[src/core/ass_defs.vh]
// Constants for the sleep-state sequencer: timing counts and cap-control codes
`ifndef ASS_DEFS_VH
`define ASS_DEFS_VH

// Clock rate
`define ASS_CLK_MHZ          50
// Settle wait before memory supply soft-start, in microseconds
`define ASS_SETTLE_US        100
`define ASS_SETTLE_CYC       (`ASS_SETTLE_US * `ASS_CLK_MHZ)
// Width of the settle counter
`define ASS_CNT_W            13

// Soft-start cap control codes
`define ASS_CAP_W            3
`define ASS_CAP_DISCH        3'h0
`define ASS_CAP_HOLD0        3'h1
`define ASS_CAP_CHARGE       3'h2
`define ASS_CAP_HOLD12       3'h3
`define ASS_CAP_TO2V         3'h4

// Standby switch gate drive codes
`define ASS_GATE_W           2
`define ASS_GATE_HIGH        2'h0
`define ASS_GATE_WEAK        2'h1
`define ASS_GATE_STRONG      2'h2

`endif

[src/core/ass_sync.v]
// Two-flop synchroniser bank for the analog comparator flags
`timescale 1ns/1ns
module ass_sync #(
  parameter W = 1
) (
  input  wire         clk_i,
  input  wire         reset_i,
  input  wire [W-1:0] d_i,
  output wire [W-1:0] q_o
);
  reg [W-1:0] meta;
  reg [W-1:0] sync;

  // First stage feeds only the second stage
  always @(posedge clk_i or posedge reset_i) begin
    if (reset_i) begin
      meta <= {W{1'b0}};
      sync <= {W{1'b0}};
    end else begin
      meta <= d_i;
      sync <= meta;
    end
  end

  assign q_o = sync;
endmodule

[src/core/ass_sequencer.v]
// Sleep-state sequencer for a memory-power regulator (S5, S3, S0)
`timescale 1ns/1ns
`include "ass_defs.vh"
module ass_sequencer (
  input  wire                  clk_i,
  input  wire                  reset_i,
  input  wire                  uvlo_ok_i,
  input  wire                  startup_done_i,
  input  wire                  main5_good_i,
  input  wire                  main5_above_4v5_i,
  input  wire                  cap_at_1v3_i,
  input  wire                  cap_discharged_i,
  input  wire                  standby_request_n_i,
  input  wire                  soft_off_enable_n_i,
  output reg                   memory_supply_en_o,
  output reg                   termination_en_o,
  output reg                   always_on_33_en_o,
  output reg                   standby_status_out_n_o,
  output reg                   standby_switch_gate_o,
  output reg  [`ASS_GATE_W-1:0] gate_drive_o,
  output reg                   pass_fet_en_o,
  output reg  [`ASS_CAP_W-1:0]  softstart_cap_ctl_o,
  output reg                   memory_supply_good_o,
  output wire [4:0]            state_o
);
  // ----------------------------------------------------------------
  // States
  // ----------------------------------------------------------------
  // START keeps the power-up pattern until the startup interval is over.
  // S5 is soft-off with only the always-on LDO running. SETTLE is the step
  // from S5 to S3: the standby switch gate is already low and the cap is
  // emptied before the memory supply may ramp. S3 and S0 are the two
  // states in which the memory supply runs.
  localparam [4:0] ST_START  = 5'b00001;
  localparam [4:0] ST_S5     = 5'b00010;
  localparam [4:0] ST_SETTLE = 5'b00100;
  localparam [4:0] ST_S3     = 5'b01000;
  localparam [4:0] ST_S0     = 5'b10000;

  // ----------------------------------------------------------------
  // Input synchronisation
  // ----------------------------------------------------------------
  wire [7:0] raw = {soft_off_enable_n_i,   // Bit 7
                    standby_request_n_i,   // Bit 6
                    cap_discharged_i,      // Bit 5
                    cap_at_1v3_i,          // Bit 4
                    main5_above_4v5_i,     // Bit 3
                    main5_good_i,          // Bit 2
                    startup_done_i,        // Bit 1
                    uvlo_ok_i};            // Bit 0
  wire [7:0] syn;

  // Comparators are asynchronous to our clock; the two-flop delay is the
  // price paid for decisions that never see a half-settled flag
  ass_sync #(.W(8)) u_sync (
    .clk_i   (clk_i),
    .reset_i (reset_i),
    .d_i     (raw),
    .q_o     (syn)
  );

  wire uvlo_ok   = syn[0];
  wire start_ok  = syn[1];
  wire m5_good   = syn[2];
  wire m5_4v5    = syn[3];
  wire cap_1v3   = syn[4];
  wire cap_zero  = syn[5];
  wire req_n     = syn[6];
  wire soft_on   = syn[7];

  // from_s5 marks that S3 is being reached from soft-off, the only path on
  // which the standby switch gate may need its inrush-limited pull
  reg [4:0]             state;
  reg [4:0]             next_state;
  reg [`ASS_CNT_W-1:0]  settle_cnt;
  reg                   req_d;
  reg                   from_s5;
  reg                   next_from_s5;

  assign state_o = state;

  // Falling edge of the standby request, from synchronised samples only
  wire req_fall = req_d & ~req_n;

  // ----------------------------------------------------------------
  // Decode helpers
  // ----------------------------------------------------------------
  // Memory rail states: the supply runs in S3 and in S0 alike
  function rails_up;
    input [4:0] st;
    begin
      rails_up = (st == ST_S3) || (st == ST_S0);
    end
  endfunction

  // Next memory supply good flag. It latches on the 1.3V crossing, and the
  // crossing only counts while main 5V is good. In S3 a later dip of main 5V
  // keeps the flag, since the cap stays parked at 1.2V (2V after S0) and cannot ramp again;
  // in S0 a dip clears it, but termination stays on while the cap reads above 1.3V.
  function good_next;
    input cur;
    input crossed;
    input main_ok;
    input keep_on_dip;
    begin
      if (keep_on_dip) begin
        good_next = cur || (main_ok && crossed);
      end else begin
        good_next = main_ok && (cur || crossed);
      end
    end
  endfunction

  // ----------------------------------------------------------------
  // Next-state logic
  // ----------------------------------------------------------------
  // Every flag seen here is two flops behind its pin, and the outputs are
  // registered off next_state, so a pin change shows on the rails at the
  // third edge. Undervoltage lockout is checked last so that it overrides
  // every other transition and forces everything back to startup.
  always @* begin
    next_state   = state;
    next_from_s5 = from_s5;
    case (state)
      ST_START: begin
        // Inputs ignored until the startup interval completes
        if (start_ok) begin
          next_state = ST_S5;
        end
      end
      ST_S5: begin
        next_from_s5 = 1'b1;
        if (soft_on) begin
          next_state = ST_SETTLE;
        end
      end
      ST_SETTLE: begin
        // Go on to S3 only with the cap fully empty, so the memory supply
        // soft-start never begins from a residual charge
        if (!soft_on) begin
          next_state = ST_S5;
        end else if (m5_good && settle_cnt >= `ASS_SETTLE_CYC && cap_zero) begin
          next_state = ST_S3;
        end
      end
      ST_S3: begin
        next_from_s5 = 1'b0;
        if (!soft_on) begin
          next_state = ST_S5;
        end else if (req_n && m5_good) begin
          next_state = ST_S0;
        end
      end
      ST_S0: begin
        if (!soft_on) begin
          next_state = ST_S5;
        end else if (req_fall || !req_n) begin
          next_state = ST_S3;
        end
      end
      default: begin
        next_state = ST_START;
      end
    endcase
    if (!uvlo_ok) begin
      next_state = ST_START;
    end
  end

  // ----------------------------------------------------------------
  // State register
  // ----------------------------------------------------------------
  // Request is delayed one cycle to find its falling edge
  always @(posedge clk_i or posedge reset_i) begin
    if (reset_i) begin
      state      <= ST_START;
      req_d      <= 1'b0;
      from_s5    <= 1'b1;
    end else begin
      state   <= next_state;
      req_d   <= req_n;
      from_s5 <= next_from_s5;
    end
  end

  // ----------------------------------------------------------------
  // Settle counter
  // ----------------------------------------------------------------
  // Counts only while main 5V stays good, so the wait restarts on a dip.
  // It parks at the full count rather than wrapping, so a slow cap
  // discharge still finds the wait satisfied when it completes.
  always @(posedge clk_i or posedge reset_i) begin
    if (reset_i) begin
      settle_cnt <= {`ASS_CNT_W{1'b0}};
    end else if (state == ST_SETTLE && m5_good) begin
      if (settle_cnt < `ASS_SETTLE_CYC) begin
        settle_cnt <= settle_cnt + 1'b1;
      end
    end else begin
      settle_cnt <= {`ASS_CNT_W{1'b0}};
    end
  end

  // ----------------------------------------------------------------
  // Output register
  // ----------------------------------------------------------------
  // All outputs registered so rail enables never glitch. They are decoded
  // from next_state, so they change on the same edge as the state register
  // and a rail never lags the state it belongs to by a cycle.
  always @(posedge clk_i or posedge reset_i) begin
    if (reset_i) begin
      memory_supply_en_o     <= 1'b0;
      termination_en_o       <= 1'b0;
      always_on_33_en_o      <= 1'b0;
      standby_status_out_n_o <= 1'b0;
      standby_switch_gate_o  <= 1'b1;
      gate_drive_o           <= `ASS_GATE_HIGH;
      pass_fet_en_o          <= 1'b0;
      softstart_cap_ctl_o    <= `ASS_CAP_DISCH;
      memory_supply_good_o   <= 1'b0;
    end else begin
      // Pass transistors follow the 4.5V comparator, only in S0; closing them
      // early would back-feed the dual rail from a main 5V still ramping
      pass_fet_en_o <= (next_state == ST_S0) && m5_4v5;
      // Memory supply requires main 5V good at every instant
      memory_supply_en_o <= m5_good && rails_up(next_state);
      case (next_state)
        ST_START: begin
          always_on_33_en_o      <= 1'b1;
          termination_en_o       <= 1'b0;
          standby_status_out_n_o <= 1'b0;
          standby_switch_gate_o  <= 1'b1;
          gate_drive_o           <= `ASS_GATE_HIGH;
          softstart_cap_ctl_o    <= `ASS_CAP_DISCH;
          memory_supply_good_o   <= 1'b0;
        end
        ST_S5, ST_SETTLE: begin
          always_on_33_en_o      <= 1'b1;
          termination_en_o       <= 1'b0;
          standby_status_out_n_o <= 1'b0;
          standby_switch_gate_o  <= (next_state == ST_S5); // Gate goes low once S3 is pending
          gate_drive_o           <= (next_state == ST_S5) ? `ASS_GATE_HIGH :
                                    (m5_good ? `ASS_GATE_STRONG : `ASS_GATE_WEAK);
          // Settle wait discharges, S5 clamps the cap at 0V
          softstart_cap_ctl_o    <= (next_state == ST_S5) ? `ASS_CAP_HOLD0 : `ASS_CAP_DISCH;
          memory_supply_good_o   <= 1'b0;
        end
        ST_S3: begin
          always_on_33_en_o      <= 1'b1;
          standby_status_out_n_o <= 1'b0;
          termination_en_o       <= 1'b0;
          standby_switch_gate_o  <= 1'b0;
          // Inrush-limited pull-down only matters coming up from S5
          gate_drive_o           <= (from_s5 && !m5_good) ? `ASS_GATE_WEAK : `ASS_GATE_STRONG;
          // The 2V discharge stays in force for the whole stay after S0, or
          // the good flag would pull the cap straight back to 1.2V
          if (state == ST_S0 || softstart_cap_ctl_o == `ASS_CAP_TO2V) begin
            softstart_cap_ctl_o  <= `ASS_CAP_TO2V;
          end else if (memory_supply_good_o || cap_1v3) begin
            softstart_cap_ctl_o  <= `ASS_CAP_HOLD12;
          end else begin
            softstart_cap_ctl_o  <= `ASS_CAP_CHARGE;
          end
          // Good flag latches on the 1.3V crossing and survives a main 5V dip
          memory_supply_good_o   <= good_next(memory_supply_good_o, cap_1v3, m5_good, 1'b1);
        end
        ST_S0: begin
          standby_status_out_n_o <= 1'b1;
          standby_switch_gate_o  <= 1'b1;
          gate_drive_o           <= `ASS_GATE_HIGH;
          always_on_33_en_o      <= 1'b0;
          // Termination waits for the memory supply good flag or the 1.3V cap comparator
          termination_en_o       <= memory_supply_good_o || cap_1v3;
          softstart_cap_ctl_o    <= `ASS_CAP_CHARGE;
          memory_supply_good_o   <= good_next(memory_supply_good_o, cap_1v3, m5_good, 1'b0);
        end
        default: begin
          always_on_33_en_o      <= 1'b1;
          termination_en_o       <= 1'b0;
          standby_status_out_n_o <= 1'b0;
          standby_switch_gate_o  <= 1'b1;
          gate_drive_o           <= `ASS_GATE_HIGH;
          softstart_cap_ctl_o    <= `ASS_CAP_DISCH;
          memory_supply_good_o   <= 1'b0;
        end
      endcase
    end
  end
endmodule

[config.mk]
export PLATFORM = sky130hd
export DESIGN_NAME = ass_sequencer
export DESIGN_NICKNAME = d
export VERILOG_FILES = /design/src/core/ass_sync.v /design/src/core/ass_sequencer.v
export VERILOG_INCLUDE_DIRS = /design/src /design/src/core
export SDC_FILE = /design/constraint.sdc
export NUM_CORES = 1
export LEC_CHECK = 0
export ABC_AREA = 1
export BUFFER_PORTS_ARGS = -buffer_cell sky130_fd_sc_hd__buf_2
export CAP_MARGIN = 20
export CORE_MARGIN = 3
export CORE_UTILIZATION = 50
export CTS_BUF_LIST = sky130_fd_sc_hd__clkbuf_16
export DETAILED_ROUTE_END_ITERATION = 16
export PLACE_DENSITY = 0.76
export SYNTH_ARGS = -nofsm -noshare
export SYNTH_HDL_FRONTEND = slang
export SYNTH_SLANG_ARGS = --single-unit
[constraint.sdc]
create_clock -name clk_i -period 3.7 [get_ports clk_i]
set_input_delay 0.37 -clock clk_i [delete_from_list [all_inputs] [get_ports clk_i]]
set_output_delay 0.37 -clock clk_i [all_outputs]
set_load 0.02 [all_outputs]
Word level (Yosys, flattened, before mapping)
Cells that the tools add are included.
W data, S select, Z words.
- register bits after elaboration: 48
- bits of input ports: 10
- output and inout port bits: 17
- logic and storage cells: 75
- add/sub/neg operators: 1
- $lt $le $gt $ge: 2
- equality and inequality tests: 11
- muxes and demuxes: 26
- bitwise logic cells: 2
- reduce and logical (&&, ||, !) cells: 18
- operators by type and width (kind ; number):
    $mux W5 ; 9
    $mux W13 ; 2
    $pmux W5 S5 ; 1
    $add A13 B1 Y13 const B ; 1
    $ge A13 B13 Y1 const B ; 1
    $lt A13 B13 Y1 const B ; 1
    $eq A5 B2 Y1 const B ; 2
    $eq A5 B3 Y1 const B ; 2
    $eq A5 B4 Y1 const B ; 2
    $eq A5 B5 Y1 const B ; 2
    $logic_and A1 B1 Y1 ; 9
    $pmux W3 S3 ; 1
    $mux W2 ; 3
    $pmux W1 S2 ; 3
    $eq A5 B1 Y1 const B ; 1
    $logic_or A1 B1 Y1 ; 5
    $mux W1 ; 5
    $pmux W2 S2 ; 1
    $eq A3 B3 Y1 const B ; 1
    $mux W3 ; 1
    $logic_not A1 Y1 ; 2
    $ne A2 B1 Y1 const B ; 1
    $reduce_bool A2 Y1 ; 1
    $reduce_or A2 Y1 ; 1
    other kinds (2) ; 2

Depth between registers and ports, before layout
- depth in word-level cells: 10
- depth in mapped cells: 9
- depth with buffers taken out: 9

By module
From an unflattened synthesis, not the netlist that was laid out.
- cell total of the unflattened synthesis: 202
- area total of the unflattened synthesis: 1988.2 µm²
- modules (own cells, without submodules) (module ; times used ; cells an instance ; area an instance (µm²) ; sequential area each (µm²)):
    ass_sequencer ; 1 ; 185 ; 1584.0 ; 779.5
    ass_sync ; 1 ; 17 ; 404.1 ; 400.4

Worst setup path after synthesis
Ideal clock, no wire load.
- path type: reg2reg
- start: reg state[4] (netlist: state_o[4])
- end: reg settle_cnt[10]
- data arrival time: 1.325 ns
- data required time: 3.583 ns
- slack: 2.258 ns
- stages on the path, launching flop included: 9
- path buffers: 0
- cell sequence: dfrtp_1 -> inv_1 -> nand4_4 -> nor2_4 -> nand2_2 -> nand3b_1 -> nand2_1 -> nand2_1 -> nor2_1
- cells in the longest elaborated chain, start to end: 3
- elaborated cells on any way between the ends: 4
- those cells by class: 2 x eq/ne; 1 x mux; 1 x reduce/logical
- RTL lines (item ; line ; RTL):
    start: declaration ; ass_sequencer.v:73 ; reg [4:0] state;
    start signal: assignment ; ass_sequencer.v:180 ; state <= next_state;
    $eq A5 B3 Y1 * ; ass_sequencer.v:195 ; end else if (state == ST_SETTLE && m5_good) begin
    $logic_and A1 B1 Y1 * ; ass_sequencer.v:195 ;
    $ne A2 B1 Y1 (no source line) or $mux W13 (tied branches) ; - ;
    end signal: assignment ; ass_sequencer.v:194 ; settle_cnt <= {`ASS_CNT_W{1'b0}};
    end signal: assignment ; ass_sequencer.v:197 ; settle_cnt <= settle_cnt + 1'b1;
    end signal: assignment ; ass_sequencer.v:200 ; settle_cnt <= {`ASS_CNT_W{1'b0}};
    end: declaration ; ass_sequencer.v:75 ; reg [`ASS_CNT_W-1:0] settle_cnt;
Mark *: on every way between the ends. The rest lies on a longest branch, timed or not.
A chain may end at the register's enable or synchronous reset.

Worst setup path in the final report
- start: reg settle_cnt[9]
- end: reg settle_cnt[3]
- cells in the longest elaborated chain, start to end: 2
- RTL lines (item):
    $lt A13 B13 Y1 (no source line)
    $ne A2 B1 Y1 (no source line)
No other way between the ends.

==> flow_summary.yaml <==
outcome:
  status: "finished, final reports clean"
hold_path:
  hold_class: "in2reg"
placed_design:
  dp_hpwl_um: 2660
  port_buffers: 26
  dp_slack_ps: 2120
  gp_congestion: 0.843
  post_dp_cell_area_mm2: 0.00226
drt:
  routed_wl_um: 3700
  routedWlPerCell_um: 12.4
  via_per_inst: 5.11
  ant_nets: 0
  first_pass_iters: 4
  drt_iter0_markers: 140
  vias: 1524
  drc: 0
clocking:
  clk_pin_slew_ps: 70
  clk_path_buf_depth: 2
  tritoncts: "built"
  holdBufCountCts: 0
  clock-sinks: 47
  cts_resized: 0
  cts_made_buffers: 5
  cts_setup_buffers: 0
  cts.root.buffer_cell: "clkbuf_16"
  htree_num_levels: 2
  insertion_delay_ps: 290
pwr:
  p_per_area_mw_per_mm2: 438
  p_int_uw: 809
  power.total_mw: 1.06
  clkPwrFrac_pct: 43.7
  power_frac_seq_pct: 51.6
  swShare_pct: 23.4
  power_frac_comb_pct: 4.7
  leakagePower_nw: 1.16
  max-vdd-ir-drop_mv: 0.308
  power_switching_uw: 247
worst_setup_path:
  required_ps: 3910
  cp_max_fo: 11
  worstSetupEndpointType: "register"
  startpoint_type: "register"
  critPathKind: "reg2reg"
  worstPathArrival_ps: 1850
floorplanning:
  io_pins: 27
  die-area_mm2: 0.00497
  rows: 22
  die_h_um: 70.5
  core-area_mm2: 0.00383
  die_w_um: 70.5
  start_util_pct: 54.4
yosys:
  synth_cell_type_count: 34
  ys_warn_count: 0
  ys_ff_latch: 47
  synth_flop_cell: "dfrtp_1"
  synth-edff-count: 0
  async_flop_share_pct: 100
  ys_seq_area_share_pct: 56.7
  synthCells: 218
  synth_nets: 230
  syn_area_mm2: 0.00208
  syn_area_per_cell_um2: 9.55
layout:
  final_net_count: 261
  area_growth_pct: 15.7
  diodes: 0
  nFillCells: 314
  final_cell_area_mm2: 0.00241
  drive_gt1_share_pct: 23.6
grt:
  grt_pass1_wl_um: 6780
  met1_usage_pct: 23.1
  gr-usage-met3_pct: 4.55
  grt_pass1_vias: 1497
  grt_usage_pct: 17.2
  grt_max_degree: 48
  grt.overflow.total: 0
  grt.busiest_layer: "met2"
  antenna_found_initial: 0
  met2_usage_pct: 26.2
timing:
  finalCritPeriodShare_pct: 44.1
  fmax_mhz: 613
  drv_slew: 0
  skew_ps: 7.20
  worst_pin_slew_ps: 922
  finalHoldViolCount: 0
  rsz0062_at_grt: "no"
  period_needed_ps: 1630
  setup_tns_ps: 0
  slew_headroom_pct: 38.5
  setup_viol: 0
  finalWorstSetupSlack_ps: 2070
job:
  drv.max_cap_violation_count: 0
cell type report:
class                           instances  area, um^2  share of cell area, %
Inverter                               34         128                   5.30
Clock buffer                            5         125                   5.19
Timing Repair Buffer                   26         130                   5.40
Sequential cell                        47        1180                   49.0
Clock inverter                          3        28.8                   1.19
Multi-Input combinational cell        135         758                   31.5
Tap cell                               48        60.1                   2.49
cells in the mapped netlist (all sizes together) (2+ instances only):
cell    count  area [um^2]
nand4       9         71.3
nor3        8         56.3
dfstp       3         78.8
o21ai      16         98.8
nand3b      2         15.0
dfrtp      44         1100
buf         2         16.3
inv        33          124
a21oi      13         72.6
nor2       28          138
nand3      14         75.1
ha          2         25.0
nand2      35          146
sequential cells by signal (all words and copies together) (netlist names):
signal and count:
state_o 5, memory_supply_good_o 1, settle_cnt 13, u_sync.meta 8, pass_fet_en_o 1, u_sync.q_o 8
standby_switch_gate_o 1, termination_en_o 1, standby_status_out_n_o 1, gate_drive_o 2, memory_supply_en_o 1, always_on_33_en_o 1
from_s5 1, softstart_cap_ctl_o 3
cells in the final DEF, fill, tap and decap left out:
master,instances
a21oi_1,11
inv_8,1
inv_1,31
nand3_2,1
nand3_1,13
o21ai_0,11
o21ai_2,5
o21a_1,1
a21oi_2,2
clkinv_1,1
nor2_1,23
xor2_1,1
clkbuf_16,5
nor2_2,1
nor3_1,6
nand2_1,31
dfrtp_1,44
nand2_2,3
inv_2,2
nor3_4,1
nor2_4,4
nand2_4,1
nand4_4,1
nor3_2,1
a31oi_1,1
or2_1,1
nand3b_1,2
dfstp_2,3
a211oi_1,1
buf_2,26
ha_1,2
inv_6,2
nand4_1,8
o221ai_1,1
o31ai_1,1
o211ai_1,1
critical path: stages, from the launching register on:
cell and delay [ps]:
dfrtp_1 400, inv_1 130, nor2_1 70, nand2_1 90, nand2_1 70, nand2_1 270
nand2_1 170, or2_1 240, a21oi_1 120
per-layer routing:
metal	routed length (um)	part of all wire [%]	up-vias
li1	-	-	778
met1	1710	46	698
met2	1690	46	41
met3	221	6.0	7
met4	80	2.2	0
met5	0	0	-
power by group through the flow:
| stage | Sequential [mW] | Combinational, mW | Clock, mW |
|---|---|---|---|
| 3_3_place_gp | 0.554 | 0.0497 | 0 |
| 5_1_grt | 0.546 | 0.0563 | 0.502 |
| 2_1_floorplan | 0.555 | 0.0324 | 0 |
| 3_5_place_dp | 0.554 | 0.0504 | 0 |
| 6_report | 0.545 | 0.0500 | 0.462 |
| 4_1_cts | 0.545 | 0.0510 | 0.475 |
stage by stage:
step	instances	hold slack, ps	utilization [%]
2_1_floorplan	218	331	-
6_report	298	182	63.0
5_1_grt	298	166	63.0
3_3_place_gp	290	332	59.0
4_1_cts	298	176	63.0
3_5_place_dp	290	336	59.0
final timing paths:
path                            depth (start not counted)              to               from  slack (ps)
worst min register to register                          0   u_sync.q_o[5]     u_sync.meta[5]         350
max in group asynchronous                               2  u_sync.meta[1]            reset_i        2850
min in group asynchronous                               2   settle_cnt[7]            reset_i         280
worst min-delay path                                    1  u_sync.meta[3]  main5_above_4v5_i         180
worst max register to register                          8   settle_cnt[3]      settle_cnt[9]        2070
worst max-delay path                                    8   settle_cnt[3]      settle_cnt[9]        2070
cells by family after synthesis:
family,synth area share (%)
simple gates,24.4
flops,56.7
xor+xnor,0.421
compound gates,10.4
buf+inv,6.91
fa+ha+maj,1.20
Note: power is estimated with default switching activity, not from simulation.
